`src/perf_sel_pkg.sv`:
```
package perf_sel_pkg;

	// ==================================================
	// Register map, byte addresses
	localparam logic [3:0] OFS_CTRL = 4'h0;
	localparam logic [3:0] OFS_COUNT = 4'h4;
	localparam logic [3:0] OFS_LAT = 4'h8;
	localparam logic [3:0] OFS_STATUS = 4'hC;

	// ==================================================
	// Field positions
	localparam int CTRL_EVT_LSB = 0;
	localparam int CTRL_MASK_LSB = 8;
	localparam int CTRL_EDGE_BIT = 16;
	localparam int CTRL_EN_BIT = 17;
	localparam int CTRL_INV_BIT = 18;
	localparam int CTRL_CMASK_LSB = 24;
	localparam int LAT_THR_LSB = 0;
	localparam int LAT_EN_BIT = 31;
	localparam int STAT_OVF_BIT = 0;
	localparam int STAT_EN_BIT = 1;
	localparam logic [31:0] CTRL_WMASK = 32'hFF07FFFF;
	localparam logic [31:0] LAT_WMASK = 32'h8000FFFF;

	// ==================================================
	// Reset values
	localparam logic [31:0] CTRL_RST = 32'h00000000;
	localparam logic [31:0] COUNT_RST = 32'h00000000;
	localparam logic [31:0] LAT_RST = 32'h00000000;

	// ==================================================
	// Event codes
	localparam logic [7:0] EV_MEM_RETIRED = 8'h0B;
	localparam logic [7:0] EV_STORE_XMISS = 8'h0C;
	localparam logic [7:0] EV_UOP_ISSUE = 8'h0E;
	localparam logic [7:0] EV_LOAD_SOURCE = 8'h0F;
	localparam logic [7:0] EV_FLOAT_OPS = 8'h10;
	localparam logic [7:0] EV_WIDE_INT = 8'h12;
	localparam logic [7:0] EV_LOAD_DISPATCH = 8'h13;
	localparam logic [7:0] EV_ARITH = 8'h14;
	localparam logic [7:0] EV_IQ_WRITES = 8'h17;
	localparam logic [7:0] EV_FIRST_DECODER = 8'h18;
	localparam logic [7:0] EV_DUAL_UOP = 8'h19;
	localparam logic [7:0] EV_IQ_CYCLES = 8'h1E;
	localparam logic [7:0] EV_LOOP_OVF = 8'h20;
	localparam logic [7:0] EV_L2_REQUEST = 8'h24;
	localparam logic [7:0] EV_L2_DATA = 8'h26;

	// Line state codes of a prefetch lookup
	localparam logic [1:0] LINE_I = 2'h0;
	localparam logic [1:0] LINE_S = 2'h1;

	localparam int RAW_W = 4;

	// ==================================================
	// Per-cycle strobes from pipeline and caches
	typedef struct packed {
		logic retired_load_instr;
		logic retired_store_instr;
		logic load_lat_valid;
		logic [15:0] load_lat;
		logic retired_store_xlate_miss;
		logic store_faulted;
		logic store_prefetch;
		logic [2:0] issued_uops;
		logic [2:0] fused_uops;
		logic [7:0] load_source;
		logic [7:0] float_class;
		logic [6:0] wide_int_class;
		logic [2:0] load_dispatch;
		logic divider_busy;
		logic multiply_ops;
		logic mul_in_dot_or_sad;
		logic [2:0] instr_queue_write_count;
		logic first_decoder_instrs;
		logic dual_microop_decodes;
		logic loop_stream_overflow;
		logic [7:0] l2_request;
		logic l2_load_rejected;
		logic [3:0] demand_state;
		logic pf_valid;
		logic pf_ownership;
		logic [1:0] pf_state;
	} event_in_t;

endpackage : perf_sel_pkg

```
`src/perf_count_qualifier.sv`:
```
`timescale 1ns/100ps
module perf_count_qualifier (
	input wire logic sys_clk,
	input wire logic sys_rst,
	input wire logic [perf_sel_pkg::RAW_W-1:0] raw,
	input wire logic [7:0] cmask,
	input wire logic invert,
	input wire logic edge_only,
	output logic [perf_sel_pkg::RAW_W-1:0] inc
);
	import perf_sel_pkg::*;

	typedef struct packed {
		logic prev;
	} qual_state_t;

	qual_state_t st;
	qual_state_t next_st;
	logic cond;

	// ==================================================
	// Threshold, invert and edge
	always_comb begin
		next_st = st;
		cond = ({4'h0, raw} >= cmask) ^ invert;
		inc = raw;
		if (cmask != 8'h00) begin
			if (edge_only) begin
				inc = {{(RAW_W-1){1'b0}}, cond & ~st.prev};
			end else begin
				inc = {{(RAW_W-1){1'b0}}, cond};
			end
		end
		next_st.prev = cond;
	end

	always_ff @(posedge sys_clk) begin
		if (sys_rst) begin
			st <= '0;
		end else begin
			st <= next_st;
		end
	end
endmodule : perf_count_qualifier

```
`src/perf_event_selector.sv`:
```
`timescale 1ns/100ps
// Summary of operation
// - Event 0B: mask 01 counts retired loads, mask 02 retired stores.
// - Event 0B mask 10 counts loads above latency threshold when enabled.
// - Event 0C mask 01 counts store translation misses, no prefetch or fault.
// - Event 0E mask 01 adds issued micro-ops; invert, threshold 1 counts idle.
// - Event 0E mask 02 adds fused micro-ops issued.
// - Event 0F: mask 02 sibling modified hit, 08 remote cache local home.
// - Event 0F: mask 10 remote home, 20 local memory, 80 uncacheable.
// - Event 10: masks 01 stack unit, 02 64-bit media, 04 SIMD float.
// - Event 10: masks 08 integer, 10 packed, 20 scalar, 40 single, 80 double.
// - Event 12: seven 128-bit integer classes, mask bits 01 to 40.
// - Event 13: load dispatch bypass, delayed, buffered; 07 counts all.
// - Event 14 mask 01 counts divider busy cycles; edge-invert counts divides.
// - Event 14 mask 02 counts multiplies, excluding dot-product and sum-abs-diff.
// - Event 17 adds queue writes per cycle; 1E counts cycles with writes.
// - Event 18 counts first-decoder instructions; 19 counts two-micro-op decodes.
// - Event 20 mask 01 counts loops that cannot stream from queue.
// - Event 24: load hits not rejected 01, misses 02, all loads 03.
// - Event 24: ownership-read hits 04, misses 08, write-combining included.
// - Event 24: fetch hits 10, misses 20, all fetches 30.
// - Event 24: prefetch hits 40, misses 80, all misses AA, everything FF.
// - Event 26: demand loads by state I, S, E, M; 0F all.
// - Event 26: prefetch I, S, E; ownership prefetch on shared counts as miss.
module perf_event_selector #(
	parameter int CNT_W = 32
) (
	input wire logic sys_clk,
	input wire logic sys_rst,
	input wire logic [3:0] avs_address,
	input wire logic avs_read,
	input wire logic avs_write,
	input wire logic [31:0] avs_writedata,
	input wire logic [3:0] avs_byteenable,
	output logic [31:0] avs_readdata,
	output logic avs_waitrequest,
	input wire perf_sel_pkg::event_in_t events,
	output logic [CNT_W-1:0] count_value
);
	import perf_sel_pkg::*;

	typedef struct packed {
		logic [31:0] ctrl;
		logic [CNT_W-1:0] count;
		logic [31:0] lat;
		logic overflow;
		logic ack;
		logic [31:0] rdata;
	} sel_state_t;

	sel_state_t st;
	sel_state_t next_st;

	logic [7:0] evsel;
	logic [7:0] umask;
	logic [7:0] cmask;
	logic enable;
	logic invert;
	logic edge_only;
	logic lat_over;
	logic [7:0] conds;
	logic [RAW_W-1:0] raw;
	logic [RAW_W-1:0] inc;
	logic [6:0] pf_onehot;
	logic req;
	logic take;
	logic [CNT_W:0] sum;

	// ==================================================
	// Helpers
	function automatic logic [RAW_W-1:0] popcount(input logic [7:0] v);
		logic [RAW_W-1:0] n;
		n = '0;
		for (int i = 0; i < 8; i++) begin
			n = n + {{(RAW_W-1){1'b0}}, v[i]};
		end
		return n;
	endfunction : popcount

	function automatic logic [31:0] merge(
		input logic [31:0] old,
		input logic [31:0] wr,
		input logic [3:0] be,
		input logic [31:0] wmask
	);
		logic [31:0] m;
		m = old;
		for (int b = 0; b < 4; b++) begin
			if (be[b]) begin
				m[b*8 +: 8] = wr[b*8 +: 8];
			end
		end
		return m & wmask;
	endfunction : merge

	// ==================================================
	// Control fields
	assign evsel = st.ctrl[CTRL_EVT_LSB +: 8];
	assign umask = st.ctrl[CTRL_MASK_LSB +: 8];
	assign cmask = st.ctrl[CTRL_CMASK_LSB +: 8];
	assign enable = st.ctrl[CTRL_EN_BIT];
	assign invert = st.ctrl[CTRL_INV_BIT];
	assign edge_only = st.ctrl[CTRL_EDGE_BIT];
	assign count_value = st.count;

	// Facility must be armed, otherwise the class is meaningless
	assign lat_over = st.lat[LAT_EN_BIT] & events.load_lat_valid
		& events.retired_load_instr
		& (events.load_lat > st.lat[LAT_THR_LSB +: 16]);

	// ==================================================
	// Prefetch line state; ownership prefetch misses a shared line
	always_comb begin
		pf_onehot = '0;
		if (events.pf_valid) begin
			if (events.pf_ownership && events.pf_state == LINE_S) begin
				pf_onehot[4] = 1'b1;
			end else begin
				// Modified prefetch lines have no class bit here
				case (events.pf_state)
					LINE_I: pf_onehot[4] = 1'b1;
					LINE_S: pf_onehot[5] = 1'b1;
					2'h2: pf_onehot[6] = 1'b1;
					default: pf_onehot = '0;
				endcase
			end
		end
	end

	// ==================================================
	// Condition selection
	always_comb begin
		conds = '0;
		raw = '0;
		case (evsel)
			EV_MEM_RETIRED: begin
				conds[0] = events.retired_load_instr;
				conds[1] = events.retired_store_instr;
				conds[4] = lat_over;
				raw = popcount(conds & umask);
			end
			EV_STORE_XMISS: begin
				conds[0] = events.retired_store_xlate_miss & ~events.store_faulted
					& ~events.store_prefetch;
				raw = popcount(conds & umask);
			end
			EV_UOP_ISSUE: begin
				if (umask[0]) begin
					raw = raw + {1'b0, events.issued_uops};
				end
				if (umask[1]) begin
					raw = raw + {1'b0, events.fused_uops};
				end
			end
			EV_LOAD_SOURCE: begin
				conds[1] = events.load_source[1];
				conds[3] = events.load_source[3];
				conds[4] = events.load_source[4];
				conds[5] = events.load_source[5];
				conds[7] = events.load_source[7];
				raw = popcount(conds & umask);
			end
			EV_FLOAT_OPS: begin
				conds = events.float_class;
				raw = popcount(conds & umask);
			end
			EV_WIDE_INT: begin
				conds = {1'b0, events.wide_int_class};
				raw = popcount(conds & umask);
			end
			EV_LOAD_DISPATCH: begin
				conds = {5'h00, events.load_dispatch};
				raw = popcount(conds & umask);
			end
			EV_ARITH: begin
				conds[0] = events.divider_busy;
				conds[1] = events.multiply_ops & ~events.mul_in_dot_or_sad;
				raw = popcount(conds & umask);
			end
			EV_IQ_WRITES: begin
				if (umask[0]) begin
					raw = {1'b0, events.instr_queue_write_count};
				end
			end
			EV_IQ_CYCLES: begin
				conds[0] = events.instr_queue_write_count != 3'h0;
				raw = popcount(conds & umask);
			end
			EV_FIRST_DECODER: begin
				conds[0] = events.first_decoder_instrs;
				raw = popcount(conds & umask);
			end
			EV_DUAL_UOP: begin
				conds[0] = events.dual_microop_decodes;
				raw = popcount(conds & umask);
			end
			EV_LOOP_OVF: begin
				conds[0] = events.loop_stream_overflow;
				raw = popcount(conds & umask);
			end
			EV_L2_REQUEST: begin
				conds = events.l2_request;
				conds[0] = events.l2_request[0] & ~events.l2_load_rejected;
				raw = popcount(conds & umask);
			end
			EV_L2_DATA: begin
				conds = {1'b0, pf_onehot[6:4], events.demand_state};
				raw = popcount(conds & umask);
			end
			default: begin
				raw = '0;
			end
		endcase
	end

	perf_count_qualifier u_qual (
		.sys_clk(sys_clk),
		.sys_rst(sys_rst),
		.raw(raw),
		.cmask(cmask),
		.invert(invert),
		.edge_only(edge_only),
		.inc(inc)
	);

	// ==================================================
	// Bus slave: one wait cycle on every access
	assign req = avs_read | avs_write;
	assign avs_waitrequest = req & ~st.ack;
	assign take = req & st.ack;
	assign avs_readdata = st.rdata;
	assign sum = {1'b0, st.count} + {{(CNT_W+1-RAW_W){1'b0}}, inc};

	always_comb begin
		next_st = st;
		next_st.ack = req & ~st.ack;
		if (req && !st.ack && avs_read) begin
			case (avs_address)
				OFS_CTRL: next_st.rdata = st.ctrl;
				OFS_COUNT: next_st.rdata = 32'(st.count);
				OFS_LAT: next_st.rdata = st.lat;
				OFS_STATUS: begin
					next_st.rdata = '0;
					next_st.rdata[STAT_OVF_BIT] = st.overflow;
					next_st.rdata[STAT_EN_BIT] = enable;
				end
				default: next_st.rdata = 32'h00000000;
			endcase
		end
		// Counting before software writes, so a write lands last
		if (enable) begin
			next_st.count = sum[CNT_W-1:0];
		end
		if (take && avs_write) begin
			case (avs_address)
				OFS_CTRL: begin
					next_st.ctrl = merge(st.ctrl, avs_writedata, avs_byteenable, CTRL_WMASK);
				end
				OFS_COUNT: begin
					next_st.count = CNT_W'(merge(32'(st.count), avs_writedata,
						avs_byteenable, 32'hFFFFFFFF));
				end
				OFS_LAT: begin
					next_st.lat = merge(st.lat, avs_writedata, avs_byteenable, LAT_WMASK);
				end
				OFS_STATUS: begin
					if (avs_byteenable[0] && avs_writedata[STAT_OVF_BIT]) begin
						next_st.overflow = 1'b0;
					end
				end
				default: begin
					next_st.overflow = next_st.overflow;
				end
			endcase
		end
		// Wrap sets the flag after any clear in the same cycle
		if (enable && sum[CNT_W]) begin
			next_st.overflow = 1'b1;
		end
	end

	always_ff @(posedge sys_clk) begin
		if (sys_rst) begin
			st.ctrl <= CTRL_RST;
			st.count <= CNT_W'(COUNT_RST);
			st.lat <= LAT_RST;
			st.overflow <= 1'b0;
			st.ack <= 1'b0;
			st.rdata <= '0;
		end else begin
			st <= next_st;
		end
	end
endmodule : perf_event_selector

```
`config.mk`:
```
export PLATFORM = sky130hd
export DESIGN_NAME = perf_event_selector
export DESIGN_NICKNAME = d
export VERILOG_FILES = /design/src/perf_sel_pkg.sv /design/src/perf_count_qualifier.sv /design/src/perf_event_selector.sv
export SDC_FILE = /design/constraint.sdc
export NUM_CORES = 1
export LEC_CHECK = 0
export CAP_MARGIN = 20
export CELL_PAD_IN_SITES_DETAIL_PLACEMENT = 1
export CELL_PAD_IN_SITES_GLOBAL_PLACEMENT = 2
export CORE_ASPECT_RATIO = 0.9
export CORE_MARGIN = 4
export CORE_UTILIZATION = 36
export CTS_CLUSTER_SIZE = 16
export DETAILED_ROUTE_END_ITERATION = 12
export DONT_BUFFER_PORTS = 1
export GPL_TIMING_DRIVEN = 0
export PLACE_DENSITY = 0.8
export SLEW_MARGIN = 20
export SYNTH_ARGS = -nofsm -noshare
export SYNTH_HDL_FRONTEND = slang
export SYNTH_SLANG_ARGS = --single-unit
```
`constraint.sdc`:
```
create_clock -name sys_clk -period 9.3 [get_ports sys_clk]
set_clock_uncertainty 0.05 [all_clocks]
set_input_delay 0.93 -clock sys_clk [delete_from_list [all_inputs] [get_ports sys_clk]]
set_output_delay 0.93 -clock sys_clk [all_outputs]
set_load 0.02 [all_outputs]
```
# Word level (Yosys, flattened, before mapping)
# Index checks and enable logic that the tools add are counted.
totals:
  output_inout_bits: 65
  mem_count: 0
  ramBits: 0
  register_bits: 111
  latch_bits: 0
  rom_bits: 0
  input_bits: 124
classes:
  shifts: 0
  n_addsub: 93
  n_mux: 28
  div: 0
  n_reduce_logical: 22
  eq_ne: 24
  n_mul: 0
  magnitude_cmp: 2
  bitwise_logic: 31
op_table:
  columns: ["op", "n"]
  rows:
  - ["4-bit by 1-bit adder with 4-bit output", 52]
  - ["32-bit case mux with 4 select lines", 1]
  - ["32-bit 2-to-1 mux", 3]
  - ["65-bit 2-to-1 mux", 1]
  - ["8-bit by 5-bit == test with 1-bit output, second input constant", 8]
  - ["4-bit case mux with 15 select lines", 1]
  - ["8-bit 2-to-1 mux", 7]
  - ["3-bit by 1-bit adder with 4-bit output", 13]
  - ["1-bit by 8-bit AND with 8-bit output", 5]
  - ["2-bit by 1-bit adder with 3-bit output", 13]
  - ["32-bit by 4-bit adder with 33-bit output", 1]
  - ["8-bit by 4-bit == test with 1-bit output, second input constant", 4]
  - ["1-bit by 1-bit adder with 2-bit output", 13]
  - ["8-bit AND", 3]
  - ["8-bit by 6-bit == test with 1-bit output, second input constant", 3]
  - ["3-bit AND reduction", 8]
  - ["7-bit by 8-bit AND with 8-bit output", 2]
  - ["16-bit greater-than comparator", 1]
  - ["4-bit 2-to-1 mux", 3]
  - ["3-bit inequality test, second input constant", 4]
  - ["1-bit AND", 10]
  - ["2-bit by 8-bit AND with 8-bit output", 1]
  - ["3-bit by 8-bit AND with 8-bit output", 1]
  - ["5-bit by 8-bit AND with 8-bit output", 1]
  - ["other kinds (20)", 41]

# Depth between registers and ports, before layout
logic_depth:
  ltp_word: 23
  ltp_mapped: 30
  ltp_nobuf: 30

# Modules after synthesis
# Synthesis repeated with hierarchy kept, for this count alone.
unflattened:
  hier_cells: 995
  hier_area_um2: 7912.6
modules_own_cells:
  columns: ["mod", "seq_area_each_um2", "cells_per_inst", "area_each_um2", "n_inst"]
  rows:
  - ["perf_event_selector", 2202.1, 969, 7707.4, 1]
  - ["perf_count_qualifier", 20.0, 26, 205.2, 1]

# Worst setup path before layout
# Ideal clock, no wire load.
synth_timing:
  path_kind: "in2reg"
  startpoint: "input events[8] in the netlist's numbering"
  endpoint: "register st (netlist bit count_value[30])"
  setup_ns: 0.078
  setup_slack_ns: 2.521
  cell_stages: 27
  arrival_ns: 6.651
  t_required_ns: 9.172
  path_cell_list: "nand3b_1 > fa_1 > fa_1 > fa_1 > inv_1 > ha_1 > fa_1 > xor2_1 > o21ai_0 > nor3b_1 > a41o_1 > nand3b_1 > ha_1 > a21oi_1 > a21boi_0 > o21ai_0 > xor2_1 > o22ai_1 > ha_1 > inv_1 > fa_1 > nor2b_1 > o31ai_1 > nand2b_1 > nor4_1 > mux2_2 > nor3_1"
synth_via:
  elab_chain_cells: 20
synth_lines:
  columns: ["item", "line_no", "rtl"]
  rows:
  - ["start: declaration", "perf_event_selector.sv:37", "input wire perf_sel_pkg::event_in_t events,"]
  - ["1-bit inverter *", "perf_event_selector.sv:203", "conds[0] = events.l2_request[0] & ~events.l2_load_rejected;"]
  - ["1-bit AND *", "perf_event_selector.sv:203", null]
  - ["8-bit AND *", "perf_event_selector.sv:204", "raw = popcount(conds & umask);"]
  - ["1-bit by 1-bit adder with 2-bit output *", "perf_event_selector.sv:75", "n = n + {{(RAW_W-1){1'b0}}, v[i]};"]
  - ["2-bit by 1-bit adder with 3-bit output *", "perf_event_selector.sv:75", null]
  - ["3-bit by 1-bit adder with 4-bit output *", "perf_event_selector.sv:75", null]
  - ["4-bit by 1-bit adder with 4-bit output * (4 in series)", "perf_event_selector.sv:75", null]
  - ["4-bit case mux with 15 select lines *", "perf_event_selector.sv:135", "case (evsel)"]
  - ["4-bit by 8-bit greater-or-equal comparator with 1-bit output", "perf_count_qualifier.sv:25", "cond = ({4'h0, raw} >= cmask) ^ invert;"]
  - ["1-bit bitwise XOR", "perf_count_qualifier.sv:25", null]
  - ["1-bit AND", "perf_count_qualifier.sv:29", "inc = {{(RAW_W-1){1'b0}}, cond & ~st.prev};"]
  - ["1-bit 2-to-1 mux", "perf_count_qualifier.sv:28", "if (edge_only) begin"]
  - ["4-bit 2-to-1 mux *", "perf_count_qualifier.sv:27", "if (cmask != 8'h00) begin"]
  - ["32-bit by 4-bit adder with 33-bit output *", "perf_event_selector.sv:232", "assign sum = {1'b0, st.count} + {{(CNT_W+1-RAW_W){1'b0}}, inc};"]
  - ["32-bit 2-to-1 mux *", "perf_event_selector.sv:251", "if (enable) begin"]
  - ["32-bit 2-to-1 mux", "perf_event_selector.sv:255", "case (avs_address)"]
  - ["65-bit 2-to-1 mux *", "perf_event_selector.sv:254", "if (take && avs_write) begin"]
  - ["end signal: assignment", "perf_event_selector.sv:291", "st <= next_st;"]
  - ["end: declaration", "perf_event_selector.sv:51", "sel_state_t st;"]
# Every way passes the cells marked *; elsewhere a longest branch is shown, timed or not. The select of a mux whose other input is x is not followed.
# A chain may end at the register's enable or synchronous reset.

# Final worst setup path
layout_timing:
  startpoint: "register st[106] in the netlist's numbering"
  endpoint: "register st (netlist bit count_value[22])"
layout_via:
  elab_chain_cells: 18
layout_lines:
  columns: ["item", "line_no", "rtl"]
  rows:
  - ["7-bit by 8-bit AND with 8-bit output, or another cell as far along", "perf_event_selector.sv:208", "raw = popcount(conds & umask);"]
  - ["1-bit by 1-bit adder with 2-bit output", "perf_event_selector.sv:75", null]
  - ["2-bit by 1-bit adder with 3-bit output", "perf_event_selector.sv:75", null]
  - ["3-bit by 1-bit adder with 4-bit output", "perf_event_selector.sv:75", null]
  - ["4-bit by 1-bit adder with 4-bit output (4 in series)", "perf_event_selector.sv:75", null]
  - ["4-bit case mux with 15 select lines *", "perf_event_selector.sv:135", null]
  - ["4-bit by 8-bit greater-or-equal comparator with 1-bit output", "perf_count_qualifier.sv:25", null]
  - ["1-bit bitwise XOR", "perf_count_qualifier.sv:25", null]
  - ["1-bit AND", "perf_count_qualifier.sv:29", null]
  - ["1-bit 2-to-1 mux", "perf_count_qualifier.sv:28", null]
  - ["4-bit 2-to-1 mux *", "perf_count_qualifier.sv:27", null]
  - ["32-bit by 4-bit adder with 33-bit output *", "perf_event_selector.sv:232", null]
  - ["32-bit 2-to-1 mux *", "perf_event_selector.sv:251", null]
  - ["32-bit 2-to-1 mux", "perf_event_selector.sv:255", null]
  - ["65-bit 2-to-1 mux *", "perf_event_selector.sv:254", null]
# Marked as above.

==> key figures <==
Setup path
  – Critical path depth: 29
  – Worst reg2reg path startpoint: st[106]
  – CP Class: register to register
  – Worst path most repeated cell: fa_1
  – RR Endpoint: count_value[22]
  – Cell with the largest stage delay on the worst path: dfxtp_1
  – Crit. End Element: register
  – CP max stage delay: 0.57 ns
  – Worst reg2reg setup slack: 1.43 ns
  – Worst EP required: 9.53 ns
  – Worst Path Arrival: 8.11 ns
  – Cell family with the largest share of critical-path delay: adder cells
  – Startpoint types: register
  – WP buf/inv: 4
  – Crit Path Max Fanout: 10
  – FF-to-FF path depth: 29

Synth
  – Cell Area, Synth: 7690 sq um
  – Ranking of synthesized cells by area: dfxtp_1 (29%), a21oi_1 (6.8%), buf_4 (6.6%)
  – Post-synth EDFFs: 0
  – Area share of the largest cell type after synthesis: 0.289
  – Average cell area after synthesis: 7.73 sq um
  – Warnings from Yosys: 0
  – Synth Net Count: 1176
  – Async SR Flop Fraction: 0
  – Main synth FF type: dfxtp_1
  – Post-Syn Instances: 995
  – Count leader, synth: nand2_1
  – Synth cell count leaders: nand2_1 (126), dfxtp_1 (111), a21oi_1 (104)
  – Yosys cell types: 66
  – Area leader, netlist: dfxtp_1
  – Synth Register Bits: 111
  – Sequential share of the synthesized area: 0.289

Global route
  – GR met2 Demand/Resource: 0.365
  – Initial antenna violation count: 0
  – Most used routing layer: met1
  – First-pass GRT wire length: 45200 um
  – Total gr overflow: 0
  – Met1 GRT Util: 0.366
  – Total global-route track usage: 0.245
  – M3 GR Usage: 0.0621
  – Pin count of the biggest net entering global routing: 20
  – Number of global-route vias before repair: 7536

STA
  – Slew Limit Fails: 0
  – Worst relative slew slack: 0.275
  – Total negative slack: 0 ns
  – Setup violation total in the final timing report: 0
  – Final number of hold-violating endpoints: 0
  – Fmax: 0.127 GHz
  – RSZ-0062 raised after global routing: false
  – Worst-Margin Slew: 1.07 ns
  – Final worst-path cycle share: 0.847
  – Minimum clock period: 7.87 ns

Die
  – Die Ht: 147 um
  – Die Wd: 162 um
  – Core Rows: 50
  – Initial Util: 0.368
  – Total die area: 23800 sq um
  – Core Region: 20900 sq um
  – # IOs: 189

Min path
  – Hold path startpoint: avs_readdata[21]
  – Hold worst-path end: avs_readdata[21]
  – Hold Crit Class: register to register
  – Hold Path Stages: 2

Status
  – Status: finished, final reports clean

Routing
  – 1st-pass router iterations: 5
  – WL/cell: 23.0 um
  – Detail Route Antenna Nets: 0
  – Via count: 7410
  – DRC viols: 0
  – Vias per inst: 5.71
  – Routed WL: 29900 um
  – Initial drt markers: 651

Final layout
  – # nets final: 1188
  – Area Growth Syn to Fin: 8.47%
  – Diodes inserted: 0
  – FILL cells: 2621
  – Proportion of layout cells with a drive suffix above 1: 0.103

Pwr
  – LEAKAGE: 2.93 nW
  – Internal power: 0.677 mW
  – Clock power frac: 0.422
  – Share of total power in combinational logic: 0.058
  – Flop pwr share: 0.520
  – Switching share of power: 0.264
  – Worst VDD drop: 0.0000848 V
  – Final Power: 0.920 mW
  – Net Switching: 0.243 mW
  – Power Density: 110 nW/um^2

Placed design
  – IO buf count: 0
  – Dpl hpwl: 23900 um
  – Gpl congestion: 0.862

Clocking
  – Root Driver: clkbuf_16
  – CTS tree: built
  – H-tree levels: 3
  – Number of hold buffers added after CTS: 0
  – Clock-pin transition on the worst setup and hold timing paths: 0.08 ns
  – Num CTS Buffers: 9
  – CTS Sinks: 111
  – Clock latency on the worst-skew pair: 0.37 ns
  – CTS max path bufs: 2
  – Resized Gates After CTS: 0
  – Post-CTS setup buffer count: 0

Run
  – Max-cap violation count: 0
-- metal layers --
layer | vias to the layer above | wire, um
met3 | 16 | 2520
met1 | 3616 | 14300
met2 | 275 | 12900
li1 | 3503 | -
met4 | 0 | 196
met5 | - | 0
-- kinds of logic (layout without fill, tap and decap cells) --
logic type / count (synthesis) / count (layout) / share of synthesized area
AND/OR/NAND/NOR: 421 / 421 / 0.270
XOR/XNOR: 10 / 10 / 0.0114
buffers and inverters: 161 / 178 / 0.113
flip-flops: 111 / 111 / 0.289
AO/OA/AOI/OAI: 226 / 226 / 0.190
adder cells (fa/ha/maj): 57 / 57 / 0.114
multiplexers: 9 / 9 / 0.0124
-- worst reg2reg max path, delay by kind of cell, from the launching register on --
kind / cells / cell delay (ns)
fa+ha+maj: 8 / 3.15
simple gates: 6 / 1.54
flops: 1 / 0.57
buf+inv: 4 / 0.79
xor+xnor: 3 / 0.37
compound gates: 8 / 1.31
-- layout by cell type, fill, tap and decap left out, types with 16 or more instances in the layout --
master,count
nand2_1,126
a222oi_1,16
clkbuf_1,46
a21oi_1,104
nor3_1,17
buf_4,68
o21ai_0,16
and2_1,22
fa_1,22
dfxtp_1,111
inv_1,38
ha_1,35
nor2_1,98
nand3_1,74
-- how the worst max path moves through the flow --
stage,start,end,slack [ns]
finish,st[106],count_value[22],1.43
global route,st[106],count_value[22],0.83
global placement,st[106],count_value[30],1.45
detailed placement,st[106],count_value[30],1.41
CTS,st[106],count_value[30],1.38
floorplan,events[8],count_value[30],2.52
-- state kept, by name (all words and copies together), names as in the netlist --
register      count
avs_readdata     32
count_value      32
st               27
cmask             8
evsel             8
edge_only         1
enable            1
invert            1
u_qual.st         1
-- metrics by stage --
step / utilization / setup WS, ns / std cells / cell area (sq um) / hold slack (ns)
finish: 0.399 / 1.43 / 1298 / 8350 / 0.412
global route: 0.399 / 0.830 / 1298 / 8350 / 0.451
CTS: 0.399 / 1.38 / 1297 / 8330 / 0.418
detailed placement: 0.385 / 1.41 / 1281 / 8050 / 0.409
global placement: 0.385 / 1.45 / 1281 / 8050 / 0.398
floorplan: - / 2.52 / 995 / 7690 / 0.382
-- power by group through the flow --
stage	Sequential, mW	Combinational (mW)	Clock [mW]
5_1_grt	0.479	0.0594	0.414
6_report	0.478	0.0536	0.388
3_3_place_gp	0.490	0.0524	0
4_1_cts	0.478	0.0534	0.394
3_5_place_dp	0.490	0.0533	0
2_1_floorplan	0.489	0.0366	0
-- cell type report --
type	instances	area, sq um	share of cell area
Buffer	123	727	0.0871
Sequential cell	111	2220	0.266
Clock inverter	7	55.1	0.00660
Timing Repair Buffer	1	5.00	0.000600
Tap cell	286	358	0.0429
Multi-Input combinational cell	723	4610	0.552
Clock buffer	9	225	0.0270
Inverter	38	143	0.0171
Note: power is estimated with default switching activity, not from simulation.
